**config.mk**
```make
export PLATFORM = sky130hd
export DESIGN_NAME = rx_fifo_status
export DESIGN_NICKNAME = d
export VERILOG_FILES = /design/src/core/rx_fifo_status_pkg.sv /design/src/core/rx_fifo_status.sv
export SDC_FILE = /design/constraint.sdc
export NUM_CORES = 1
export LEC_CHECK = 0
export BUFFER_PORTS_ARGS = -buffer_cell sky130_fd_sc_hd__buf_2
export CORE_ASPECT_RATIO = 1.5
export CORE_MARGIN = 2
export CORE_UTILIZATION = 30
export DETAILED_ROUTE_END_ITERATION = 10
export GPL_ROUTABILITY_DRIVEN = 0
export SYNTH_ARGS = -nofsm -noshare
export SYNTH_HDL_FRONTEND = slang
export SYNTH_SLANG_ARGS = --single-unit
```
**constraint.sdc**
```tcl
create_clock -name clk_i -period 3.3 [get_ports clk_i]
set_clock_uncertainty 0.1 [all_clocks]
set_input_delay 0.495 -clock clk_i [delete_from_list [all_inputs] [get_ports clk_i]]
set_output_delay 0.495 -clock clk_i [all_outputs]
set_load 0.02 [all_outputs]
```
**src/core/rx_fifo_status_pkg.sv**
```systemverilog
// Types and constants for the receive FIFO and status interface.
// Assumes every user of these types runs on the receive MAC clock.
package rx_fifo_status_pkg;

    // ----------------------------------------
    // Status word layout
    // ----------------------------------------
    localparam int ST_COUNT_MSB = 15;
    localparam int ST_VLAN = 16;
    localparam int ST_PAUSE = 17;
    localparam int ST_CTRL = 18;
    localparam int ST_BAD_OPCODE = 19;
    localparam int ST_DRIBBLE = 20;
    localparam int ST_BCAST = 21;
    localparam int ST_MCAST = 22;
    localparam int ST_RX_OK = 23;
    localparam int ST_LEN_ERR = 24;
    localparam int ST_CRC_ERR = 25;
    localparam int ST_IGNORED = 26;
    localparam int ST_CARRIER = 27;
    localparam int ST_UNUSED = 28;
    localparam int ST_IPG_VIOL = 29;
    localparam int ST_SHORT = 30;
    localparam int ST_LONG = 31;

    // ----------------------------------------
    // Reset values and byte count constants
    // ----------------------------------------
    localparam logic [31:0] STAT_RESET = 32'h0000_0000;
    localparam logic [7:0] DATA_RESET = 8'h00;
    localparam logic [15:0] COUNT_MAX = 16'hFFFF;
    localparam logic [15:0] COUNT_ONE = 16'h0001;

    // ----------------------------------------
    // Types
    // ----------------------------------------
    typedef enum logic [1:0] {OPT_CLASSIC, OPT_SGMII, OPT_GIGABIT} mac_option_t;

    // One received byte from the front end
    typedef struct packed {
        logic sof;
        logic eof;
        logic phy_err;
        logic [7:0] data;
    } rx_beat_t;

    // Frame analysis results, valid with the last beat
    typedef struct packed {
        logic vlan;
        logic pause;
        logic ctrl;
        logic bad_opcode;
        logic dribble;
        logic bcast;
        logic mcast;
        logic len_err;
        logic crc_err;
        logic ipg_viol;
        logic short_frame;
        logic long_frame;
    } rx_frame_info_t;

endpackage

```
**src/core/rx_fifo_status.sv**
```systemverilog
// Receive-side FIFO writer and per-frame status reporter of the MAC.
// Assumes beats and frame info arrive on clk_i, the receive MAC clock;
// collision, carrier and drop request come from pins and are synchronised.
`timescale 1ns/1ps

module rx_fifo_status
(
    input wire logic clk_i,
    input wire logic rst_n_i,
    input wire logic rx_enable_i,
    input wire logic gbit_mode_i,
    input wire logic half_duplex_i,
    input wire rx_fifo_status_pkg::mac_option_t mac_option_i,
    input wire logic col_i,
    input wire logic crs_i,
    input wire logic beat_valid_i,
    input wire rx_fifo_status_pkg::rx_beat_t beat_i,
    input wire rx_fifo_status_pkg::rx_frame_info_t info_i,
    input wire logic rx_fifo_full_i,
    input wire logic eof_drained_i,
    input wire logic drop_req_i,
    output logic rx_write_o,
    output logic [7:0] rx_data_o,
    output logic rx_eof_o,
    output logic rx_error_o,
    output logic rx_fifo_error_o,
    output logic [31:0] rx_stat_o,
    output logic rx_stat_valid_o
);
    import rx_fifo_status_pkg::*;

    // ----------------------------------------
    // Pin synchronisers
    // ----------------------------------------
    // clk_i is the receive MAC clock: the PHY clock halved in 10/100 and
    // the PHY clock itself in gigabit; the divider sits in the clock tree.
    logic [2:0] sync1_q;
    logic [2:0] sync2_q;

    always_ff @(posedge clk_i)
    begin
        if (!rst_n_i)
        begin
            sync1_q <= 3'h0;
            sync2_q <= 3'h0;
        end
        else
        begin
            sync1_q <= {drop_req_i, crs_i, col_i};
            sync2_q <= sync1_q;
        end
    end

    logic half_10_100;
    logic col_s;
    logic crs_s;
    logic drop_s;

    // Collision and carrier only matter in half-duplex 10/100 on the
    // classic or SGMII options; everywhere else they are ignored.
    assign half_10_100 = half_duplex_i && !gbit_mode_i && (mac_option_i != OPT_GIGABIT);
    assign col_s = sync2_q[0] && half_10_100;
    assign crs_s = sync2_q[1] && half_10_100;
    assign drop_s = sync2_q[2];

    // ----------------------------------------
    // Frame tracking
    // ----------------------------------------
    logic in_frame_q;
    logic keep_q;
    logic drop_frame_q;
    logic err_acc_q;
    logic col_acc_q;
    logic ovf_q;
    logic eof_sent_q;
    logic carrier_q;
    logic write_q;
    logic eof_q;
    logic [15:0] count_q;

    logic start;
    logic active;
    logic fin;
    logic keep_now;
    logic drop_now;
    logic want;
    logic ovf_set;
    logic ovf_clr;
    logic err_now;
    logic col_now;
    logic frame_err;
    logic [15:0] count_d;

    // A frame may only begin while receive is enabled; the decision to
    // drop it is taken once, at its first byte; keep also clears on overflow.
    assign start = beat_valid_i && beat_i.sof && !in_frame_q && rx_enable_i;
    assign active = start || (beat_valid_i && in_frame_q);
    assign fin = active && beat_i.eof;
    assign drop_now = start ? drop_s : drop_frame_q;
    assign keep_now = start ? (!drop_s && !ovf_q) : keep_q;
    assign want = active && keep_now;
    // A strobe already in flight when full rises is a write into a full FIFO too
    assign ovf_set = (want || write_q) && rx_fifo_full_i;
    assign ovf_clr = eof_drained_i && eof_sent_q;
    assign err_now = beat_i.phy_err || (!start && err_acc_q);
    assign col_now = col_s || (!start && col_acc_q);
    assign frame_err = err_now || info_i.crc_err || info_i.len_err;

    always_comb
    begin
        if (start)
        begin
            count_d = COUNT_ONE;
        end
        else if (count_q == COUNT_MAX)
        begin
            count_d = count_q;
        end
        else
        begin
            count_d = count_q + COUNT_ONE;
        end
    end

    always_ff @(posedge clk_i)
    begin
        if (!rst_n_i)
        begin
            in_frame_q <= 1'b0;
            keep_q <= 1'b0;
            drop_frame_q <= 1'b0;
            err_acc_q <= 1'b0;
            col_acc_q <= 1'b0;
            count_q <= 16'h0000;
        end
        else if (active)
        begin
            in_frame_q <= !beat_i.eof;
            keep_q <= keep_now && !ovf_set;
            drop_frame_q <= drop_now;
            err_acc_q <= err_now;
            col_acc_q <= col_now;
            count_q <= count_d;
        end
    end

    // ----------------------------------------
    // Overflow handling
    // ----------------------------------------
    // A full FIFO is a sizing fault on the far side; once hit, the rest of
    // the packet is thrown away and writing waits for the reader to drain
    // past that packet's end mark, so no partial packet follows it.
    always_ff @(posedge clk_i)
    begin
        if (!rst_n_i)
        begin
            ovf_q <= 1'b0;
        end
        else if (ovf_set)
        begin
            ovf_q <= 1'b1;
        end
        else if (ovf_clr)
        begin
            ovf_q <= 1'b0;
        end
    end

    always_ff @(posedge clk_i)
    begin
        if (!rst_n_i)
        begin
            eof_sent_q <= 1'b0;
        end
        // Armed by the end mark actually presented, so a mark that meets a full FIFO counts
        else if (eof_q && (ovf_q || ovf_set))
        begin
            eof_sent_q <= 1'b1;
        end
        else if (ovf_clr)
        begin
            eof_sent_q <= 1'b0;
        end
    end

    // ----------------------------------------
    // Carrier event between frames
    // ----------------------------------------
    // Set wins over the clear taken when the status word is issued.
    always_ff @(posedge clk_i)
    begin
        if (!rst_n_i)
        begin
            carrier_q <= 1'b0;
        end
        else if (crs_s && !in_frame_q && !active)
        begin
            carrier_q <= 1'b1;
        end
        else if (fin)
        begin
            carrier_q <= 1'b0;
        end
    end

    // ----------------------------------------
    // FIFO write side
    // ----------------------------------------
    logic [7:0] data_q;

    always_ff @(posedge clk_i)
    begin
        if (!rst_n_i)
        begin
            write_q <= 1'b0;
            data_q <= DATA_RESET;
        end
        else
        begin
            write_q <= want && !rx_fifo_full_i && !ovf_q;
            data_q <= active ? beat_i.data : data_q;
        end
    end

    // ----------------------------------------
    // Frame end and status word
    // ----------------------------------------
    logic error_q;
    logic stat_en_q;
    logic [31:0] stat_q;
    logic [31:0] stat_d;

    always_comb
    begin
        stat_d = STAT_RESET;
        stat_d[ST_COUNT_MSB:0] = count_d;
        stat_d[ST_VLAN] = info_i.vlan;
        stat_d[ST_PAUSE] = info_i.pause;
        stat_d[ST_CTRL] = info_i.ctrl;
        stat_d[ST_BAD_OPCODE] = info_i.bad_opcode;
        stat_d[ST_DRIBBLE] = info_i.dribble;
        stat_d[ST_BCAST] = info_i.bcast;
        stat_d[ST_MCAST] = info_i.mcast;
        stat_d[ST_RX_OK] = !frame_err && !col_now && !drop_now && !info_i.short_frame
            && !info_i.long_frame && keep_now && !ovf_set;
        stat_d[ST_LEN_ERR] = info_i.len_err;
        stat_d[ST_CRC_ERR] = info_i.crc_err;
        stat_d[ST_IGNORED] = drop_now;
        stat_d[ST_CARRIER] = carrier_q;
        stat_d[ST_UNUSED] = 1'b0;
        stat_d[ST_IPG_VIOL] = info_i.ipg_viol;
        stat_d[ST_SHORT] = info_i.short_frame;
        stat_d[ST_LONG] = info_i.long_frame;
    end

    // Dropped frames put nothing into the FIFO, so they get no end mark,
    // only a status word.
    always_ff @(posedge clk_i)
    begin
        if (!rst_n_i)
        begin
            eof_q <= 1'b0;
            error_q <= 1'b0;
            stat_en_q <= 1'b0;
            stat_q <= STAT_RESET;
        end
        else
        begin
            eof_q <= fin && !drop_now;
            error_q <= fin && !drop_now && frame_err;
            stat_en_q <= fin;
            stat_q <= fin ? stat_d : stat_q;
        end
    end

    assign rx_write_o = write_q;
    assign rx_data_o = data_q;
    assign rx_eof_o = eof_q;
    assign rx_error_o = error_q;
    assign rx_fifo_error_o = ovf_q;
    assign rx_stat_o = stat_q;
    assign rx_stat_valid_o = stat_en_q;

    // ----------------------------------------
    // Checks
    // ----------------------------------------
    chk_ovf_blocks_write: assert property (@(posedge clk_i) disable iff (!rst_n_i)
        ovf_q |-> !write_q)
        else $error("write strobe high during overflow");

    chk_ovf_raised: assert property (@(posedge clk_i) disable iff (!rst_n_i)
        ovf_set |=> ovf_q && !write_q)
        else $error("overflow not raised on write into full FIFO");

    chk_ovf_held: assert property (@(posedge clk_i) disable iff (!rst_n_i)
        ovf_q && !ovf_clr |=> ovf_q)
        else $error("overflow dropped before end mark drained");

    chk_eof_status_pair: assert property (@(posedge clk_i) disable iff (!rst_n_i)
        eof_q |-> stat_en_q && !stat_q[ST_IGNORED])
        else $error("end mark without matching status");

    chk_error_qualified: assert property (@(posedge clk_i) disable iff (!rst_n_i)
        error_q |-> eof_q && !stat_q[ST_RX_OK])
        else $error("error flag not tied to an errored frame end");

    chk_crc_gives_error: assert property (@(posedge clk_i) disable iff (!rst_n_i)
        fin && !drop_now && (info_i.crc_err || info_i.len_err) |=> error_q)
        else $error("check error did not raise frame error");

    chk_drop_no_write: assert property (@(posedge clk_i) disable iff (!rst_n_i)
        active && drop_now |=> !write_q && !eof_q)
        else $error("dropped frame was written");

    chk_data_follows: assert property (@(posedge clk_i) disable iff (!rst_n_i)
        write_q |-> data_q == $past(beat_i.data) && $past(active))
        else $error("written byte differs from received byte");

    chk_disabled_idle: assert property (@(posedge clk_i) disable iff (!rst_n_i)
        !rx_enable_i && !in_frame_q |=> !write_q && !eof_q)
        else $error("receive path active while disabled");

    chk_status_unused: assert property (@(posedge clk_i) disable iff (!rst_n_i)
        stat_en_q |-> !stat_q[ST_UNUSED] && stat_q[ST_COUNT_MSB:0] != 16'h0000)
        else $error("status word malformed");

endmodule

```
== Word level (Yosys, flattened, before mapping) ==
Cells that the tools add are included.

* Register bits after elaboration: 73
* Input bits: 36
* Output and inout bits: 45
* Word-level logic and storage cells: 82

* Add/sub/neg operators: 1
* Equality and inequality tests: 2
* Muxes and demuxes: 9
* Reduce and logical (&&, ||, !) cells: 53

{| class="wikitable"
|+ Operators by type and width
! cell !! count
|-
| two-way mux 16 bit || 2
|-
| logical AND 1 bit || 29
|-
| adder 16 x 1 -> 16 bit, second input constant || 1
|-
| == test 16 bit, second input constant || 1
|-
| logical NOT 1 bit || 14
|-
| logical OR 1 bit || 7
|-
| two-way mux 1 bit || 7
|-
| nonzero test 2 bit || 3
|-
| inequality test 2 bit, second input constant || 1
|}

== Depth between registers and ports, before layout ==
* Word-level depth: 15
* Depth in mapped cells: 7
* Mapped depth without buffers: 6

== Least setup slack after synthesis ==
Ideal clock, no wire load.

* Path kind: register to register
* From: register count_q[0]
* To: register stat_q[3] (netlist: rx_stat_o[3])
* Setup time: 58 ps
* Arrival: 1949 ps
* Required time: 3142 ps
* Slack: 1193 ps
* Stages on the path, launching flop included: 8
* Buffers on the path: 1
* Clock period less this slack: 2107 ps
* Cells stage by stage: dfxtp_1 > ha_1 > nand2_1 > or3_1 > clkbuf_1 > or3_1 > a31oi_1 > a21o_1

* Cells in the longest elaborated chain, start to end: 3
* Elaborated cells on any way between the ends: 4
* Classes of those cells: 1 x add/sub; 1 x eq/ne; 2 x mux

{| class="wikitable"
|+ RTL lines
! item !! RTL line !! RTL
|-
| start, declared || rx_fifo_status.sv:79 || <nowiki>logic [15:0] count_q;</nowiki>
|-
| start signal, assigned || rx_fifo_status.sv:143 || <nowiki>count_q <= count_d;</nowiki>
|-
| adder 16 x 1 -> 16 bit or == test 16 bit (tied branches) || rx_fifo_status.sv:121, rx_fifo_status.sv:115 ||
|-
| two-way mux 16 bit (*) || rx_fifo_status.sv:115 || <nowiki>else if (count_q == COUNT_MAX)</nowiki>
|-
| two-way mux 16 bit (*) || rx_fifo_status.sv:111 || <nowiki>if (start)</nowiki>
|-
| end signal, assigned || rx_fifo_status.sv:272 || <nowiki>stat_q <= fin ? stat_d : stat_q;</nowiki>
|-
| end, declared || rx_fifo_status.sv:230 || <nowiki>logic [31:0] stat_q;</nowiki>
|}

Mark *: on every way between the ends. The rest lies on a longest branch, timed or not.
A chain may end at the register's enable or synchronous reset.

== Worst setup path in the final report ==
Ends and elaborated chain as after synthesis.

==> results.yml <==
synthesis:
  syn_inst: 378
  synth_area_leaders: "dfxtp_1 (46%), nand2_1 (8.2%), a21boi_0 (6.1%)"
  synth-edff-count: 0
  synth_cell_types: 51
  synth_common_cells: "dfxtp_1 (73), nand2_1 (70), a21boi_0 (26)"
  synthesis.nets: 415
  synth_area_leader_cell: "dfxtp_1"
  synth-async-reset-ratio_pct: 0
  yosysWarnings: 0
  netlist.area_leader.share_pct: 45.8
  avgSynthCellArea_um2: 8.44
  synth_area_mm2: 0.00319
  ys_ff_latch: 73
  synth_most_common_cell: "dfxtp_1"
  yosysSeqAreaShare_pct: 45.8
  yosys_most_used_dff: "dfxtp_1"
routing:
  drc: 0
  vias: 2989
  wirelength_mm: 8.79
  drt_iter0_markers: 165
  drtAntennaViolNets: 0
  viasPerCell: 5.01
  dr.pass1.iters: 4
  post_drt_wl_per_cell_um: 14.7
worst_setup_path:
  worst_r2r_path_depth: 6
  critPathCapture: "rx_stat_o[3]"
  cp-end-kind: "flop"
  arrival_ps: 2640
  path_max_fanout: 9
  reg2reg_from: "count_q[0]"
  r2r-end: "rx_stat_o[3]"
  startpoint_type: "flop"
  crit_path_start: "count_q[0]"
  path_class: "flop to flop"
  cp.required_ps: 3480
  timing.reg2reg.setup_slack_ps: 840
sta:
  worst_pin_slew_ps: 630
  slew_violations: 0
  final.setup.tns_ps: 0
  fmax_ghz: 0.407
  max_slew_margin_pct: 57.8
  rsz0062_at_grt: "false"
  hold_violations: 0
  fin_crit_ps: 2460
  setup_slack_ps: 842
  holdWs_ps: 263
  finalSetupViolations: 0
  finalCritPeriodShare_pct: 74.5
floorplan:
  dieWidth_um: 88.2
  start_util_pct: 30.5
  die_h_um: 130
  core_area_mm2: 0.0105
  row_count: 46
  die_area_mm2: 0.0115
  ioPinCount: 81
global_routing:
  grt_pass1_wl_mm: 13.7
  first_global_vias: 2801
  grt_max_degree: 56
  antenna_found_initial: 0
  grt_usage_pct: 15.6
  grt_overflow: 0
clock_network:
  cts_hold_buf: 0
  cts_sinks: 73
  post-cts-setup-buffers: 0
  clk_pin_slew_ps: 60
  cts_tree: "done"
  htree_levels: 3
  worstSkewPairLatency_ps: 330
  cts_buffer_depth: 2
  cts-resized-gates: 0
  clockRootBuffer: "clkbuf_16"
  cts_made_buffers: 9
placed_design:
  place_worst_setup_slack_ps: 754
  io_buffers: 79
  post-dp-hpwl_mm: 6.29
  place_area_mm2: 0.00370
  placed_cells: 581
layout:
  synthToLayoutAreaGrowth_pct: 26.2
  stdcell_area_mm2: 0.00403
  drive_gt1_share_pct: 23.0
  nets: 485
  final_util_pct: 38.5
  stdcell_count: 597
  n_antenna_cell: 0
min_path:
  hold_path.class: "input pin to flop"
power:
  p_int_mw: 1.64
  power.share.switching_pct: 22.4
  ir_drop_v: 0.000210
  pwr-share-clk_pct: 50.2
  power-per-cell-area_mw_per_mm2: 523
  combPwrFrac_pct: 6.6
  power_switching_mw: 0.473
  power_mw: 2.11
  seq_power_share_pct: 43.2
  p_leak_nw: 1.62
run_status:
  status: "complete, no violations"
flow_run:
  max_cap_viol_count: 0
-- power by group through the flow --
| stage | combinational [mW] | clock [mW] | sequential [mW] |
|---|---|---|---|
| 2_1_floorplan | 0.0654 | 0 | 0.944 |
| 3_3_place_gp | 0.137 | 0 | 0.930 |
| 3_5_place_dp | 0.139 | 0 | 0.931 |
| 4_1_cts | 0.140 | 1.08 | 0.911 |
| 5_1_grt | 0.154 | 1.12 | 0.913 |
| 6_report | 0.138 | 1.06 | 0.911 |
-- worst min-delay path by stage --
stage | depth (start not counted) | start | end
after global placement | 1 | sync1_q[2] | sync2_q[2]
after CTS | 2 | drop_req_i | sync1_q[2]
after global routing | 2 | drop_req_i | sync1_q[2]
after detailed placement | 1 | sync1_q[2] | sync2_q[2]
after floorplan | 1 | sync1_q[0] | sync2_q[0]
final | 2 | col_i | sync1_q[0]
-- metal layers --
| layer | share of wire [%] | GRT usage [%] | up-vias |
|---|---|---|---|
| li1 | - | - | 1495 |
| met1 | 43 | 17.9 | 1392 |
| met2 | 50 | 26.8 | 87 |
| met3 | 4.5 | 3.42 | 15 |
| met4 | 2.6 | 8.02 | 0 |
| met5 | 0 | 0 | - |
-- cells by family (layout without fill, tap and decap cells) --
| kind of cell | count (synthesis) | count (layout) | share of synthesized area (%) |
|---|---|---|---|
| compound gates | 98 | 98 | 21.5 |
| fa+ha+maj | 1 | 1 | 0.392 |
| flops | 73 | 73 | 45.8 |
| other cells | 1 | 1 | 0.117 |
| mux | 5 | 5 | 1.57 |
| simple gates | 165 | 165 | 25.4 |
| xor+xnor | 4 | 4 | 1.10 |
| buf+inv | 31 | 106 | 4.12 |
-- cells in the final DEF, fill, tap and decap left out, drive strengths merged, types with 2 or more instances in the layout --
cell type,Yosys,routed
a211oi,2,2
a21boi,26,26
a21o,6,6
a21oi,11,11
a22o,4,4
a31oi,10,10
a32o,2,2
and2,9,9
and3,4,4
and4,3,3
buf,7,85
bufinv,0,2
clkbuf,19,10
clkinv,0,2
dfxtp,73,73
inv,5,6
mux2i,5,5
nand2,70,70
nand2b,3,3
nand3,9,9
nand4,9,9
nor2,21,21
nor2b,5,5
nor3,13,13
nor4,8,8
o211ai,3,3
o21a,3,3
o21ai,16,16
o2bb2ai,4,4
o31ai,2,2
or3,6,6
or4,2,2
xnor2,4,4
-- registers in the layout (all words and copies together) (netlist names), 3 cells and up --
name	flops
rx_data_o	8
sync1_q	3
count_q	16
rx_stat_o	31
sync2_q	3
-- worst max-delay path, stage by stage, from the launching register on --
cell and delay (ps):
dfxtp_1 450, ha_1 370, nand2_1 260, or3_1 530
or3_1 410, a31oi_1 200, a21o_1 90
-- layout make-up --
type	count	area (um2)
clock buffer	10	239
clock inverter	6	90.1
fill	1110	6450
inverter	5	18.8
multi-input combinational	274	1600
sequential	73	1460
tap	144	180
timing repair buffer	85	440
No activity file was read; power rests on OpenSTA's default activity.
